--- src/hdl/pls_pkg.sv ---
/*
  Constants for the management status register block: register map,
  bit layout, frame field lengths, reset values and the frame states.
  Assumes one synchronous clock domain in the importing modules.
*/
package pls_pkg;

  // ----------------------------------------
  // Register map and frame codes
  // ----------------------------------------
  localparam logic [4:0] PLS_REG_STATUS = 5'h01;
  localparam logic [1:0] PLS_OP_READ = 2'h2;
  localparam logic [1:0] PLS_OP_WRITE = 2'h1;
  localparam int PLS_DATA_W = 16;
  localparam int PLS_ADDR_W = 10;
  localparam int PLS_SYNC_W = 2;

  // ----------------------------------------
  // Field lengths, as last count value
  // ----------------------------------------
  localparam logic [3:0] PLS_CNT_ZERO = 4'h0;
  localparam logic [3:0] PLS_CNT_OP = 4'h1;
  localparam logic [3:0] PLS_CNT_ADDR = 4'h9;
  localparam logic [3:0] PLS_CNT_TA = 4'h1;
  localparam logic [3:0] PLS_CNT_DATA = 4'hF;
  localparam logic [3:0] PLS_CNT_ONE = 4'h1;

  // ----------------------------------------
  // Status word bit positions
  // ----------------------------------------
  localparam int PLS_B_T4 = 15;
  localparam int PLS_B_FD100 = 14;
  localparam int PLS_B_HD100 = 13;
  localparam int PLS_B_FD10 = 12;
  localparam int PLS_B_HD10 = 11;
  localparam int PLS_B_T2 = 10;
  localparam int PLS_B_RSV_HI = 9;
  localparam int PLS_B_RSV_LO = 7;
  localparam int PLS_B_NOPRE = 6;
  localparam int PLS_B_ANDONE = 5;
  localparam int PLS_B_RFAULT = 4;
  localparam int PLS_B_ANABLE = 3;
  localparam int PLS_B_LINK = 2;
  localparam int PLS_B_JABBER = 1;
  localparam int PLS_B_EXTCAP = 0;

  // ----------------------------------------
  // Fixed values and reset values
  // ----------------------------------------
  localparam logic PLS_CAP_YES = 1'h1;
  localparam logic PLS_CAP_NO = 1'h0;
  localparam logic [2:0] PLS_RSV_VAL = 3'h0;
  localparam logic PLS_LATCH_RST = 1'h0;
  localparam logic PLS_AN_RST = 1'h0;
  localparam logic [PLS_DATA_W-1:0] PLS_WORD_RST = 16'h0000;
  localparam logic [PLS_ADDR_W-1:0] PLS_ADDR_RST = 10'h000;
  localparam logic [4:0] PLS_PHY_RST = 5'h00;

  // ----------------------------------------
  // Frame states, Gray along the frame path
  // ----------------------------------------
  typedef enum logic [2:0] {
    PLS_S_HUNT = 3'h0,
    PLS_S_IDLE = 3'h1,
    PLS_S_START = 3'h3,
    PLS_S_OP = 3'h2,
    PLS_S_ADDR = 3'h6,
    PLS_S_TA = 3'h7,
    PLS_S_DATA = 3'h5
  } pls_state_t;

endpackage : pls_pkg

--- src/hdl/pls_status.sv ---
/*
  Status register of a 10/100 PHY behind the serial management port.
  Decodes management frames on the clock/data pins, answers reads of
  the status register and of any other register (zero), ignores writes.
  Assumes the link, autonegotiation and jabber levels come from logic
  on the same clock, and management pins come from outside.
*/
// Operation
// - Bit 15 (four-pair 100 Mbit/s ability) always reads 0.
// - Bits 14 to 11 always read 1 for the four 100/10 full/half duplex abilities.
// - Bit 10 (two-pair 100 Mbit/s ability) always reads 0.
// - Bit 5 shows autonegotiation complete while it is enabled, and resets to 0.
// - Bit 4 latches to 1 on partner remote fault or far-end fault.
// - A status read releases the remote fault latch.
// - Bit 3 always reads 1 for autonegotiation ability.
// - Bit 2 follows the link state, 1 up and 0 down.
// - Reset or loss of link latches bit 2 at 0 until the register is read.
// - In 10 Mbit/s mode a jabber sets bit 1 until the register is read.
// - Bit 0 always reads 1 for the extended register set.
// - Latched high bits stay 1 until a read of their register.
`timescale 1ns/1ns
module pls_status
  import pls_pkg::*;
(
  // Clock and reset
  input wire logic clock,
  input wire logic rst,
  // Management pins
  input wire logic mdc,
  input wire logic mdio_i,
  output logic mdio_o,
  output logic mdio_oe,
  // Address strap
  input wire logic [4:0] phy_addr,
  // Line conditions
  input wire logic link_ok,
  input wire logic an_enable,
  input wire logic an_complete,
  input wire logic partner_remote_fault_flag,
  input wire logic far_end_fault,
  input wire logic jabber,
  input wire logic speed_10
);

  // ----------------------------------------
  // Pin synchronisation
  // ----------------------------------------
  logic [PLS_SYNC_W-1:0] pins_s;
  logic mdc_q_r;
  logic mdc_rise;
  logic mdio_bit;

  pls_sync #(.W(PLS_SYNC_W)) u_sync (
    .clock(clock),
    .rst(rst),
    .din({mdc, mdio_i}),
    .dout(pins_s)
  );

  assign mdio_bit = pins_s[0];
  assign mdc_rise = pins_s[1] & ~mdc_q_r;

  always_ff @(posedge clock)
  begin
    if (rst)
      mdc_q_r <= PLS_CAP_YES;
    else
      mdc_q_r <= pins_s[1];
  end

  // ----------------------------------------
  // Address strap, caught during reset
  // ----------------------------------------
  logic [4:0] phy_r;

  always_ff @(posedge clock)
  begin
    if (rst)
      phy_r <= phy_addr;
  end

  // ----------------------------------------
  // Frame decoder
  // ----------------------------------------
  pls_state_t state_r;
  pls_state_t state_nxt;
  logic [3:0] cnt_r;
  logic [3:0] cnt_nxt;
  logic [1:0] op_r;
  logic [PLS_ADDR_W-1:0] addr_r;
  logic rd_match;
  logic load;
  logic rd_evt;

  assign rd_match = (op_r == PLS_OP_READ) && (addr_r[PLS_ADDR_W-1:5] == phy_r);
  assign load = mdc_rise && (state_r == PLS_S_TA) && (cnt_r == PLS_CNT_ZERO) && rd_match;
  assign rd_evt = load && (addr_r[4:0] == PLS_REG_STATUS);

  always_comb
  begin
    state_nxt = state_r;
    cnt_nxt = cnt_r;
    if (mdc_rise)
    begin
      cnt_nxt = cnt_r + PLS_CNT_ONE;
      unique case (state_r)
        PLS_S_HUNT:
        begin
          if (mdio_bit)
            state_nxt = PLS_S_IDLE;
        end
        PLS_S_IDLE:
        begin
          cnt_nxt = PLS_CNT_ZERO;
          if (!mdio_bit)
            state_nxt = PLS_S_START;
        end
        PLS_S_START:
        begin
          cnt_nxt = PLS_CNT_ZERO;
          state_nxt = mdio_bit ? PLS_S_OP : PLS_S_HUNT;
        end
        PLS_S_OP:
        begin
          if (cnt_r == PLS_CNT_OP)
          begin
            cnt_nxt = PLS_CNT_ZERO;
            state_nxt = PLS_S_ADDR;
          end
        end
        PLS_S_ADDR:
        begin
          if (cnt_r == PLS_CNT_ADDR)
          begin
            cnt_nxt = PLS_CNT_ZERO;
            state_nxt = PLS_S_TA;
          end
        end
        PLS_S_TA:
        begin
          if (cnt_r == PLS_CNT_TA)
          begin
            cnt_nxt = PLS_CNT_ZERO;
            state_nxt = PLS_S_DATA;
          end
        end
        PLS_S_DATA:
        begin
          if (cnt_r == PLS_CNT_DATA)
            state_nxt = PLS_S_HUNT;
        end
        default:
          state_nxt = PLS_S_HUNT;
      endcase
    end
  end

  always_ff @(posedge clock)
  begin
    if (rst)
    begin
      state_r <= PLS_S_HUNT;
      cnt_r <= PLS_CNT_ZERO;
    end
    else
    begin
      state_r <= state_nxt;
      cnt_r <= cnt_nxt;
    end
  end

  always_ff @(posedge clock)
  begin
    if (rst)
    begin
      op_r <= PLS_OP_WRITE;
      addr_r <= PLS_ADDR_RST;
    end
    else if (mdc_rise && state_r == PLS_S_OP)
      op_r <= {op_r[0], mdio_bit};
    else if (mdc_rise && state_r == PLS_S_ADDR)
      addr_r <= {addr_r[PLS_ADDR_W-2:0], mdio_bit};
  end

  // ----------------------------------------
  // Live and latched status
  // ----------------------------------------
  logic an_done_r;
  logic rf_lh_r;
  logic link_ll_r;
  logic jab_lh_r;
  logic rf_cond;
  logic jab_cond;

  assign rf_cond = partner_remote_fault_flag | far_end_fault;
  assign jab_cond = jabber & speed_10;

  always_ff @(posedge clock)
  begin
    if (rst)
      an_done_r <= PLS_AN_RST;
    else
      an_done_r <= an_enable & an_complete;
  end

  always_ff @(posedge clock)
  begin
    if (rst)
    begin
      rf_lh_r <= PLS_LATCH_RST;
      jab_lh_r <= PLS_LATCH_RST;
    end
    else
    begin
      rf_lh_r <= rf_cond | (rf_lh_r & ~rd_evt);
      jab_lh_r <= jab_cond | (jab_lh_r & ~rd_evt);
    end
  end

  always_ff @(posedge clock)
  begin
    if (rst)
      link_ll_r <= PLS_LATCH_RST;
    else
      link_ll_r <= link_ok & (link_ll_r | rd_evt);
  end

  // ----------------------------------------
  // Status word and read shifter
  // ----------------------------------------
  logic [PLS_DATA_W-1:0] status_word;
  logic [PLS_DATA_W-1:0] shift_r;
  logic mdio_o_r;
  logic mdio_oe_r;

  always_comb
  begin
    status_word = PLS_WORD_RST;
    status_word[PLS_B_T4] = PLS_CAP_NO;
    status_word[PLS_B_FD100] = PLS_CAP_YES;
    status_word[PLS_B_HD100] = PLS_CAP_YES;
    status_word[PLS_B_FD10] = PLS_CAP_YES;
    status_word[PLS_B_HD10] = PLS_CAP_YES;
    status_word[PLS_B_T2] = PLS_CAP_NO;
    status_word[PLS_B_RSV_HI:PLS_B_RSV_LO] = PLS_RSV_VAL;
    status_word[PLS_B_NOPRE] = PLS_CAP_YES;
    status_word[PLS_B_ANDONE] = an_done_r;
    status_word[PLS_B_RFAULT] = rf_lh_r;
    status_word[PLS_B_ANABLE] = PLS_CAP_YES;
    status_word[PLS_B_LINK] = link_ll_r;
    status_word[PLS_B_JABBER] = jab_lh_r;
    status_word[PLS_B_EXTCAP] = PLS_CAP_YES;
  end

  always_ff @(posedge clock)
  begin
    if (rst)
      shift_r <= PLS_WORD_RST;
    else if (load)
      shift_r <= rd_evt ? status_word : PLS_WORD_RST;
    else if (mdc_rise && state_r == PLS_S_DATA)
      shift_r <= {shift_r[PLS_DATA_W-2:0], PLS_CAP_NO};
  end

  // Pin drive; write frames never drive and change nothing
  always_ff @(posedge clock)
  begin
    if (rst)
    begin
      mdio_o_r <= PLS_CAP_YES;
      mdio_oe_r <= PLS_CAP_NO;
    end
    else if (load)
    begin
      mdio_o_r <= PLS_CAP_NO;
      mdio_oe_r <= PLS_CAP_YES;
    end
    else if (mdc_rise && state_r == PLS_S_TA && mdio_oe_r)
      mdio_o_r <= shift_r[PLS_DATA_W-1];
    else if (mdc_rise && state_r == PLS_S_DATA && mdio_oe_r)
    begin
      mdio_o_r <= shift_r[PLS_DATA_W-2];
      if (cnt_r == PLS_CNT_DATA)
      begin
        mdio_o_r <= PLS_CAP_YES;
        mdio_oe_r <= PLS_CAP_NO;
      end
    end
  end

  assign mdio_o = mdio_o_r;
  assign mdio_oe = mdio_oe_r;
endmodule : pls_status

--- src/hdl/pls_sync.sv ---
/*
  Three-stage input synchroniser with agreement filter.
  Assumes asynchronous inputs; output changes only when stages two and
  three agree.
*/
`timescale 1ns/1ns
module pls_sync
  import pls_pkg::*;
#(
  parameter int W = PLS_SYNC_W
)
(
  // Clock and reset
  input wire logic clock,
  input wire logic rst,
  // Raw and filtered levels
  input wire logic [W-1:0] din,
  output logic [W-1:0] dout
);

  genvar i;
  generate
    for (i = 0; i < W; i++)
    begin : g_bit
      logic s1_r;
      logic s2_r;
      logic s3_r;
      logic out_r;
      always_ff @(posedge clock)
      begin
        if (rst)
        begin
          s1_r <= PLS_CAP_YES;
          s2_r <= PLS_CAP_YES;
          s3_r <= PLS_CAP_YES;
          out_r <= PLS_CAP_YES;
        end
        else
        begin
          s1_r <= din[i];
          s2_r <= s1_r;
          s3_r <= s2_r;
          if (s2_r == s3_r)
          begin
            out_r <= s3_r;
          end
        end
      end
      assign dout[i] = out_r;
    end
  endgenerate

endmodule : pls_sync

--- config.mk ---
export PLATFORM = sky130hd
export DESIGN_NAME = pls_status
export DESIGN_NICKNAME = d
export VERILOG_FILES = /design/src/hdl/pls_pkg.sv /design/src/hdl/pls_status.sv /design/src/hdl/pls_sync.sv
export SDC_FILE = /design/constraint.sdc
export NUM_CORES = 1
export LEC_CHECK = 0
export BUFFER_PORTS_ARGS = -buffer_cell sky130_fd_sc_hd__buf_2
export CELL_PAD_IN_SITES_DETAIL_PLACEMENT = 1
export CELL_PAD_IN_SITES_GLOBAL_PLACEMENT = 1
export CORE_UTILIZATION = 49
export CTS_CLUSTER_SIZE = 20
export DETAILED_ROUTE_END_ITERATION = 8
export GPL_TIMING_DRIVEN = 0
export PLACE_DENSITY = 0.88
export SLEW_MARGIN = 0
export SYNTH_ARGS = -nofsm -noshare
export SYNTH_HDL_FRONTEND = slang
export SYNTH_SLANG_ARGS = --single-unit
export TNS_END_PERCENT = 100
--- constraint.sdc ---
create_clock -name clock -period 4.2 [get_ports clock]
set_input_delay 1.05 -clock clock [delete_from_list [all_inputs] [get_ports clock]]
set_output_delay 1.05 -clock clock [all_outputs]
set_load 0.1 [all_outputs]
==> summary.md, run 1 <==
| Metric | Value |
|---|---|
| Min-Delay Endpoint | u_sync.g_bit[1].s2_r$_SDFF_PP1_ |
| Leakage power | approximately 1 nW |
| Area growth from synthesis to layout | 10.30% |
| Comb power frac | under 10% |
| Worst Clk Skew | between 0.002 and 0.003 ns |
| Sw frac | about a quarter |
| Slowest cell on the critical path | or4_4 |
| Insertion delay to the later sink of the worst-skew pair | around 0.31 ns |
| Worst slew pin tran | 1.105 ns |
| Largest net degree at the start of global routing | 17 |
| Hold Crit Start | u_sync.g_bit[1].s1_r$_SDFF_PP1_ |
| CP Data Arrival Time | between 2 and 3 ns |
| # diodes | 0 |
| Post-CTS setup repair buffer count | 0 |
| Final Hold Vio Count | 0 |
| Final TNS setup | 0 ns |
| Hold Crit Depth | 1 |
| FFs w/ async S/R, synth | 0% |
| Clk pwr share | around a third |
| Starting Density | ~52% |
| Global-route wire length before repair | 8.756 mm |
| # H-tree levels | 2 |
| DIE AREA | about 5000 um2 |
| Clk buf depth | 2 |
| Initial antenna violation count | 0 |
| FF-to-FF setup slack | roughly 1.6 ns |
| Vias per Instance | between 5 and 6 |
| R2R cell count | 7 |
| DIE HEIGHT | between 70 and 80 um |
| PwrDens | 348.2 nW/um2 |
| Post-route cell area | 2520 um2 |
| Drt first pass iters | 4 |
| Die X | 70.29 um |
| Gpl congestion | about 0.8 |
| Critical Path Start | cnt_r[3]$_SDFFE_PP0N_ |
| R2R Path End | shift_r[4]$_SDFFE_PP0P_ |
| Post-synth EDFFs | 5 |
| WL final | roughly 5.2 mm |
| Port Buffers | 17 |
| Crit Reg-Reg Startpoint | cnt_r[3]$_SDFFE_PP0N_ |
| Largest fanout on the critical path | 10 |
| DRT antenna net count | 0 |
| Reg clk slew, reported paths | roughly 0.1 ns |
| CTS tree | yes |
| Tcrit/Tclk final | between 60% and 70% |
| Top_reg_cell synth | dfxtp_1 |
| Mapped Nets | around 260 |
| Synthesized instance count | 239 |
| CP Launch Type | flop |
| Sink Count | between 50 and 60 |
| Drt drc | 0 |
| Final slew viol count | 0 |
| CP cell instances | or4b_1 > or4_4 > or4_1 > buf_2 > buf_6 > a21oi_1 > nor3_1 |
| Layout cells sized above 1 | 15.53% |
| Max transition margin | around 26% |
| Cts hold-fix bufs | 0 |
| Clock root cell | clkbuf_8 |
| Vias in the first global route | 1895 |
| Status | completed |
| Total CTS buffers | 5 |
| Worst Setup End Kind | flop |
| Final setup fails | 0 |
| Area after DPL | 2435 um2 |
| # IOs | 18 |
| Pint | 0.6730 mW |
| Fmax | 384.0 MHz |
| Mapped Area | approximately 2300 um2 |
| Wire per inst | 16.44 um |
| Yosys reg bits | 55 |
| Fin nets | 282 |
| Syn Area/Cell | between 9 and 10 um2 |
| Row count | 24 |
| Post-DP HPWL | 3.631 mm |
| RSZ-0062 raised after global routing | false |
| Overflow after GRT | 0 |
| Distinct cell type count after synthesis | 40 |
| Fin crit period | around 2.6 ns |
| Crit path kind | reg -> reg |
| GRT Overall Usage | a little under a quarter |
| CP required | 4.40 ns |
| Switch Pwr | between 0.2 and 0.25 mW |
| Seq pwr share | between 60 and 70% |
| Max rail drop VDD | roughly 0.00021 V |
| Worst hold path type | reg -> reg |
| PostCTS Resize Cnt | 0 |
| Min Hold Slack | approximately 0.43 ns |
| Maxcap violations | 0 |
| Warnings, synthesis | 0 |
| Sequential cell area fraction in the yosys report | between 50% and 60% |
| Via count | 1804 |
| Worst path max stage delay | about 0.58 ns |
| Detailed Route Iter0 Violations | around 110 |
| Core ar. | 4414 um2 |
## cells in the final DEF, fill, tap and decap left out, types with 2 or more instances in the layout
master	n
nand2_1	11
nor3_1	14
clkbuf_8	5
a31oi_1	2
o21ai_0	7
nor2_1	37
a21oi_1	21
edfxtp_1	5
o31ai_1	2
nand3_1	4
xor2_1	5
ha_1	3
xnor2_1	3
o22ai_1	2
clkbuf_1	10
inv_1	4
o21bai_1	3
or2_2	7
nand2b_1	5
mux2i_1	23
buf_2	20
dfxtp_1	50
## cells by family (layout without fill, tap and decap cells)
logic type	Yosys count	after routing	share of synthesized area [%]
compound gates	42	42	11.23
xor+xnor	8	8	3.067
fa+ha+maj	3	3	1.643
buf+inv	18	43	3.614
flops	55	55	50.38
mux	23	23	10.08
simple gates	90	90	19.99
## worst max-delay path: cells and delay by family (launching register included)
| family | cells | cell delay (ns) |
|---|---|---|
| AOI/OAI and AO/OA | 1 | 0.16 |
| DFF | 1 | 0.37 |
| buffers and inverters | 2 | 0.34 |
| and+or+nand+nor | 4 | 1.62 |
## how the worst max path moves through the flow
| stage | to | slack (ns) |
|---|---|---|
| after global routing | shift_r[4]$_SDFFE_PP0P_ | 1.49 |
| after CTS | shift_r[4]$_SDFFE_PP0P_ | 1.60 |
| final | shift_r[4]$_SDFFE_PP0P_ | 1.60 |
| after detailed placement | state_r[0]$_SDFFE_PP0P_ | 1.52 |
| after floorplan | shift_r[2]$_SDFFE_PP0P_ | 1.87 |
| after global placement | addr_r[5]$_SDFFE_PP0P_ | 1.58 |
## sequential cells by signal (all words and copies together) (netlist names), 2 cells and up
signal,flops
state_r,3
shift_r,16
u_sync.g_bit.s1_r,2
phy_r,5
op_r,2
u_sync.g_bit.s2_r,2
u_sync.g_bit.s3_r,2
addr_r,10
u_sync.g_bit.out_r,2
cnt_r,4
## power by group through the flow
stage          clock network [mW]  logic (mW)  registers [mW]
6_report                    0.290      0.0429           0.545
4_1_cts                     0.295      0.0432           0.545
3_3_place_gp                    0      0.0403           0.556
3_5_place_dp                    0      0.0425           0.557
5_1_grt                     0.314      0.0475           0.546
2_1_floorplan                   0      0.0260           0.555
## final cells by class
cell class              count  area (um2)
flip-flops and latches     55        1151
inverters                   4       15.01
multi-input cells         166        1051
plain buffers              14       67.56
well taps                  52       65.06
clock inverters             2       12.51
clock buffers               6       72.57
repair buffers             17       85.08
fillers                   533        1894
## synth_stat cells (all sizes together) (2+ instances only)
cell type	n	area share, %
nor3	14	3.1
o21bai	4	1.8
ha	3	1.6
or4	2	0.82
clkbuf	9	1.5
xnor2	3	1.2
nor2	37	6.1
xor2	5	1.9
nand2b	5	1.4
a21oi	21	4.6
o21ai	7	1.5
or2	7	1.9
inv	4	0.66
mux2i	23	10
o22ai	2	0.55
nand2	11	1.8
buf	5	1.5
nand3	4	0.88
edfxtp	5	6.6
dfxtp	50	44
or3	2	0.60
a31oi	2	0.55
o31ai	2	0.66
## metrics by stage
stage          power (mW)  utilization [%]  std cells  setup slack [ns]
2_1_floorplan      0.5813                -        239             1.873
3_3_place_gp       0.5966            55.16        308             1.580
3_5_place_dp       0.5996            55.16        308             1.523
4_1_cts            0.8826            57.09        316             1.601
5_1_grt            0.9080            57.09        316             1.486
6_report           0.8775            57.09        316             1.596
## routing by layer
metal	GRT usage, %	vias to the layer above	routed length (um)
met4	7.111	0	78
met2	39.58	31	2658
met3	5.051	8	152
met1	28.22	888	2305
li1	-	877	-
met5	0	-	0
(Power assumes the default switching activity.)
==> run 2: changes to the inputs <==
Settings changed: CORE_UTILIZATION 49 to 45, PLACE_DENSITY 0.88 to 0.82.
Clock period 4.2 ns to 2.5 ns, I/O delays scaled along.
==> run 2 against run 1 <==
Compared with the run above:
- sequential power up 68%
- clock power up 98%
- sequential share of layout area down 0.75 points
- worst setup slack worse by 1.5 ns
- global-route usage down 2.3 points
- clock skew about the same
==> summary.md, run 2 (synthesis results as in run 1) <==
| Metric | Value |
|---|---|
| Post-CTS setup repair buffer count | 0 (unchanged) |
| Slowest cell on the critical path | or4b_1 |
| Starting Density | 47.43% (-4.3 points) |
| Most frequent cells in the layout | dfxtp_1, nor2_1, mux2i_1 |
| Port Buffers | 17 (unchanged) |
| Max FFs per register | 16 (unchanged) |
| Core ar. | 4817 um2 (+9.1%) |
| Largest fanout on the critical path | 10 (unchanged) |
| Pint | 1.234 mW (+83%) |
| Worst Setup End Kind | flop |
| Number of buffers and inverters on the critical path | 2 (unchanged) |
| DIE AREA | 5366 um2 (+8.6%) |
| Die X | 73.26 um (+4.2%) |
| Row count | 25 (+4.2%) |
| DIE HEIGHT | 73.26 um (+4.2%) |
| Largest regs | shift_r (16), addr_r (10), phy_r (5) |
| CP Data Arrival Time | 2.61 ns (-0.19 ns) |
| Pwr Total | 1.559 mW (+78%) |
| CP cell instances | or4b_1 > or4_4 > or4_1 > buf_2 > buf_6 > a21oi_1 > nor3_1 |
| GRT Overall Usage | 20.60% (-2.3 points) |
| Sw frac | 20.87% (-2.4 points) |
| Drt drc | 0 (unchanged) |
| Reg clk slew, reported paths | 0.09 ns (about the same) |
| # diodes | 0 (unchanged) |
| Area after DPL | 2454 um2 (+0.77%) |
| Layout cells sized above 1 | 15.91% (+0.38 points) |
| Vias per Instance | 5.266 (-7.8%) |
| Gpl congestion | 0.7689 (-3.7%) |
| Clk pwr share | 36.8% (+3.8 points) |
| Final Hold Vio Count | 0 (unchanged) |
| Global-route wire length before repair | 8.280 mm (-5.4%) |
| Largest net degree at the start of global routing | 17 (unchanged) |
| Final setup fails | 0 (unchanged) |
| Wire per inst | 14.56 um (-11%) |
| PwrDens | 607.8 nW/um2 (+75%) |
| Fin nets | 282 (unchanged) |
| Post-route cell area | 2565 um2 (+1.8%) |
| Initial antenna violation count | 0 (unchanged) |
| Detailed Route Iter0 Violations | 83 (-25%) |
| Multi-input logic area | 1055 um2 (+0.36%) |
| Vias in the first global route | 1732 (-8.6%) |
| Post-DP HPWL | 3.373 mm (-7.1%) |
| Switch Pwr | 0.3253 mW (+59%) |
| # H-tree levels | 2 (unchanged) |
| Max transition margin | 20.50% (-5.2 points) |
| Worst path max stage delay | 0.53 ns (-0.05 ns) |
| RSZ-0062 raised after global routing | false |
| Cts hold-fix bufs | 0 (unchanged) |
| Most common cell after layout, fill and taps aside | dfxtp_1 |
| CP required | 2.70 ns (-1.70 ns) |
| Fmax | 415.4 MHz (+8.2%) |
| Comb power frac | 4.5% (-0.4 points) |
| Setup WS pre-CTS | -0.06401 ns (-1.587 ns) |
| Worst hold path type | reg -> reg |
| Clock root cell | clkbuf_8 |
| Overflow after GRT | 0 (unchanged) |
| Fill cell total of the finished layout | 582 (+9.2%) |
| Worst slew pin tran | 1.183 ns (+0.07802 ns) |
| Seq pwr share | 58.7% (-3.4 points) |
| Largest register by flop count | shift_r |
| Area growth from synthesis to layout | 12.27% |
| # IOs | 18 (unchanged) |
| Final WS setup | 0.09297 ns (-1.503 ns) |
| Max rail drop VDD | 0.0005090 V (+140%) |
| Drt first pass iters | 4 (unchanged) |
| Via count | 1743 (-3.4%) |
| Worst Clk Skew | 0.002508 ns (-0.0002394 ns) |
| Crit path kind | reg -> reg |
| Total CTS buffers | 5 (unchanged) |
| Fin crit period | 2.407 ns (-0.1971 ns) |
| Insertion delay to the later sink of the worst-skew pair | 0.30 ns (about the same) |
| Sink Count | 55 (unchanged) |
| Status | completed |
| WL final | 4.820 mm (-7.2%) |
| Final slew viol count | 0 (unchanged) |
| CP Launch Type | flop |
| Family with the most delay on the worst path | simple AND/OR/NAND/NOR gates |
| Leakage power | 1.010 nW (+1.1%) |
| CTS tree | yes |
| Clk buf depth | 2 (unchanged) |
| Tcrit/Tclk final | 96.28% (+34 points) |
| Sequential Area | 1152 um2 (+0.11%) |
| Maxcap violations | 0 (unchanged) |
| DRT antenna net count | 0 (unchanged) |
==> run 2: worst paths after layout <==
| path | cells after the start | startpoint | slack [ns] | end |
|---|---|---|---|---|
| max | 7 | cnt_r[3]$_SDFFE_PP0N_ | 0.09 | shift_r[4]$_SDFFE_PP0P_ |
| max reg2reg | 7 | cnt_r[3]$_SDFFE_PP0N_ | 0.09 | shift_r[4]$_SDFFE_PP0P_ |
| min | 1 | u_sync.g_bit[1].s1_r$_SDFF_PP1_ | 0.42 | u_sync.g_bit[1].s2_r$_SDFF_PP1_ |
| min reg2reg | 1 | u_sync.g_bit[1].s1_r$_SDFF_PP1_ | 0.42 | u_sync.g_bit[1].s2_r$_SDFF_PP1_ |
==> run 2: cell type report <==
type | count | share of cell area (%)
timing repair buffer | 17 | 3.317
tap | 67 | 3.268
clock inverter | 1 | 1.171
multi-input combinational | 166 | 41.12
inverter | 4 | 0.5854
buffer | 14 | 2.634
clock buffer | 7 | 2.976
sequential | 55 | 44.93
==> run 2: metrics by stage <==
step	hold WS [ns]	instances	utilization (%)	TNS, ns
global route	0.4408	331	53.25	0
detailed placement	0.3993	323	50.94	-0.08226
finish	0.4206	331	53.25	0
floorplan	0.3895	239	-	0
global placement	0.3924	323	50.94	-0.03933
CTS	0.4248	331	53.25	0
==> run 2: power groups by stage <==
stage                     Combinational [mW]  Sequential (mW)  Clock [mW]
after floorplan                       0.0437            0.933           0
after global placement                0.0688            0.935           0
after detailed placement              0.0710            0.935           0
after CTS                             0.0712            0.915       0.593
after global routing                  0.0786            0.917       0.615
final                                 0.0705            0.915       0.574
==> run 2: timing repair <==
item                                    CTS  global route
endpoints found under the hold margin     0             0
resized for setup                         2             0
endpoints found under the setup margin    2             0
==> run 2: metal layers <==
layer	GRT usage, %	part of all wire (%)
met5	0	0
met2	33.44	47
met3	3.704	2.2
met1	27.85	49
met4	6.536	1.4
==> run 2: worst reg2reg max path: stages, from the launching register on <==
cell and delay (ns):
dfxtp_2 0.36, or4b_1 0.53, or4_4 0.47, or4_1 0.40, buf_2 0.18, buf_6 0.15, a21oi_1 0.15, nor3_1 0.07
==> run 3: changes to the inputs <==
Settings changed: CORE_UTILIZATION 45 to 39, CTS_BUF_LIST set to sky130_fd_sc_hd__clkbuf_2, PLACE_DENSITY 0.82 to 0.73.
==> run 3 against run 2 <==
Compared with the run above:
- worst setup slack lost 0.019 ns
- sequential power is essentially flat
- clock power is 24% lower
- sequential share of layout area is 0.64 points higher
- critical path depth did not move
- sequential cell count unchanged
- largest cell class unchanged
- total power shrank 8.7%
- maximum frequency fell by 0.79%
- clock skew is 0.022 ns higher
- worst hold slack worse by 0.080 ns
- register-to-register slack got worse by 0.02 ns
==> summary.md, run 3 (synthesis results as in run 1) <==
| Metric | Value |
|---|---|
| Worst Setup End Kind | flop |
| Worst hold path type | in -> reg |
| Most frequent cells in the layout | dfxtp_1, nor2_1, mux2i_1 |
| WL final | 4.656 mm (-3.4%) |
| Tcrit/Tclk final | 97.05% (+0.76 points) |
| Largest net degree at the start of global routing | 16 (-1) |
| CP most frequent cell | or4_4 |
| CP Data Arrival Time | 2.80 ns (+0.19 ns) |
| CP required | 2.87 ns (+0.17 ns) |
| Critical path depth | 7 (unchanged) |
| PwrDens | 560.2 nW/um2 (-7.8%) |
| Min-Delay Endpoint | u_sync.g_bit[1].s1_r$_SDFF_PP1_ |
| RSZ-0062 raised after global routing | false |
| R2R cell count | 7 (unchanged) |
| DIE HEIGHT | 78.54 um (+7.2%) |
| # H-tree levels | 2 (unchanged) |
| DIE AREA | 6169 um2 (+15%) |
| Total CTS buffers | 5 (unchanged) |
| Largest register by flop count | shift_r |
| Fill cell total of the finished layout | 658 (+13%) |
| Fmax | 412.2 MHz (-0.79%) |
| DRT antenna net count | 0 (unchanged) |
| Area growth from synthesis to layout | 11.17% |
| # diodes | 0 (unchanged) |
| Gpl congestion | 0.7810 (+1.6%) |
| R2R Path End | shift_r[2]$_SDFFE_PP0P_ |
| Worst slew pin tran | 1.110 ns (-0.07350 ns) |
| Starting Density | 40.99% (-6.4 points) |
| Multi-input logic area | 1055 um2 (unchanged) |
| Reg clk slew, reported paths | 0.27 ns (+0.18 ns) |
| Max rail drop VDD | 0.0002961 V (-42%) |
| Insertion delay to the later sink of the worst-skew pair | 0.43 ns (+0.13 ns) |
| Largest regs | shift_r (16), addr_r (10), phy_r (5) |
| Final slew viol count | 0 (unchanged) |
| Core ar. | 5574 um2 (+16%) |
| Maxcap violations | 0 (unchanged) |
| Wire per inst | 13.86 um (-4.8%) |
| Overflow after GRT | 0 (unchanged) |
| Most common cell after layout, fill and taps aside | dfxtp_1 |
| Largest fanout on the critical path | 10 (unchanged) |
| Leakage power | 1.006 nW (-0.35%) |
| Crit path kind | reg -> reg |
| Number of buffers and inverters on the critical path | 2 (unchanged) |
| Sink Count | 55 (unchanged) |
| Sequential Area | 1157 um2 (+0.43%) |
| Max transition margin | 25.43% (+4.9 points) |
| FF-to-FF setup slack | 0.07 ns (-0.02 ns) |
| Detailed Route Iter0 Violations | 53 (-36%) |
| Via count | 1739 (-0.23%) |
| Port Buffers | 17 (unchanged) |
| Cts hold-fix bufs | 0 (unchanged) |
| Clock root cell | clkbuf_2 |
| Fin nets | 283 (+0.35%) |
| Worst Clk Skew | 0.02429 ns (+0.02178 ns) |
| Crit Reg-Reg Startpoint | cnt_r[3]$_SDFFE_PP0N_ |
| Global-route wire length before repair | 8.155 mm (-1.5%) |
| Worst path max stage delay | 0.52 ns (about the same) |
| Hold Crit Start | mdc |
| Clk buf depth | 2 (unchanged) |
| Status | completed |
| Dpl cells | 328 (+1.5%) |
| Vias per Instance | 5.176 (-1.7%) |
| Fin crit period | 2.426 ns (+0.01911 ns) |
| Drt drc | 0 (unchanged) |
| CP Launch Type | flop |
| # IOs | 18 (unchanged) |
| Final Hold Vio Count | 0 (unchanged) |
| CTS tree | yes |
| Row count | 27 (+8.0%) |
| Die X | 78.54 um (+7.2%) |
| CP cell instances | or4b_1 > or4_4 > or4_4 > buf_4 > buf_6 > a21oi_1 > nor3_1 |
| Initial antenna violation count | 0 (unchanged) |
| Slowest cell on the critical path | or4b_1 |
| Family with the most delay on the worst path | simple AND/OR/NAND/NOR gates |
| Min Hold Slack | 0.3403 ns (-0.08035 ns) |
| Final setup fails | 0 (unchanged) |
| GRT Overall Usage | 17.05% (-3.5 points) |
| Max FFs per register | 16 (unchanged) |
| Vias in the first global route | 1739 (+0.40%) |
| Drt first pass iters | 4 (unchanged) |
| Fin cells | 336 (+1.5%) |
| Post-DP HPWL | 3.292 mm (-2.4%) |
| Hold Crit Depth | 2 (+1) |
| Layout cells sized above 1 | 17.42% (+1.5 points) |
## run 3: cell types whose count changed in the layout (fill, tap and decap cells not counted)
cell	previous run	this run
clkbuf_8	5	0
a21oi_1	20	21
clkbuf_2	0	6
or4_4	1	2
dfxtp_2	1	2
buf_2	20	19
or4_1	1	0
clkbuf_1	11	9
dfxtp_4	0	1
buf_4	1	3
dfxtp_1	49	47
a21oi_2	1	0
## run 3: worst max-delay path by stage
stage / start / endpoint / slack, ns
final: cnt_r[3]$_SDFFE_PP0N_ / shift_r[2]$_SDFFE_PP0P_ / 0.07
after global routing: cnt_r[3]$_SDFFE_PP0N_ / shift_r[2]$_SDFFE_PP0P_ / 0.03
after CTS: cnt_r[3]$_SDFFE_PP0N_ / shift_r[2]$_SDFFE_PP0P_ / 0.1
after floorplan: cnt_r[3]$_SDFFE_PP0N_ / shift_r[2]$_SDFFE_PP0P_ / 0.17
after detailed placement: cnt_r[3]$_SDFFE_PP0N_ / shift_r[2]$_SDFFE_PP0P_ / -0.009
after global placement: cnt_r[3]$_SDFFE_PP0N_ / shift_r[2]$_SDFFE_PP0P_ / -0.05
## run 3: layer usage
layer,up-vias,share of wire (%),global-route usage [%]
met5,-,0,0
met4,0,1.3,5.556
met3,5,1.9,3.488
met2,20,46,27.91
met1,836,51,22.32
li1,878,-,-
## run 3: timing repair
| action | 4_1_cts | 5_1_grt |
|---|---|---|
| setup endpoints to repair | 3 | 1 |
| gates resized for setup | 4 | 2 |
| pin swaps | 1 | 0 |
| setup buffers | 1 | 0 |
## run 3: final cells by class
type                    count  area share (%)
well taps                  72           3.547
clock inverters             1           1.182
inverters                   4          0.5911
clock buffers               6           1.182
multi-input cells         166           41.53
flip-flops and latches     55           45.57
plain buffers              14           2.759
repair buffers             18           3.645
## run 3: power by group
part	switching [mW]	total [mW]	leakage (nW)	internal, mW
clock	0.267	0.435	0.0391	0.168
combinational	0.0419	0.0699	0.512	0.0281
sequential	0.00940	0.918	0.455	0.909
total	0.318	1.42	1.01	1.10
## run 3: metrics by stage
step / power (mW) / area (um2) / setup TNS (ns) / setup slack, ns / util, %
finish: 1.423 / 2540 / 0 / 0.07386 / 45.57
global route: 1.489 / 2540 / 0 / 0.02686 / 45.57
CTS: 1.439 / 2535 / 0 / 0.09831 / 45.48
detailed placement: 1.007 / 2460 / -0.009406 / -0.009406 / 44.13
global placement: 1.004 / 2460 / -0.05253 / -0.05253 / 44.13
floorplan: 0.9766 / 2285 / 0 / 0.1732 / -
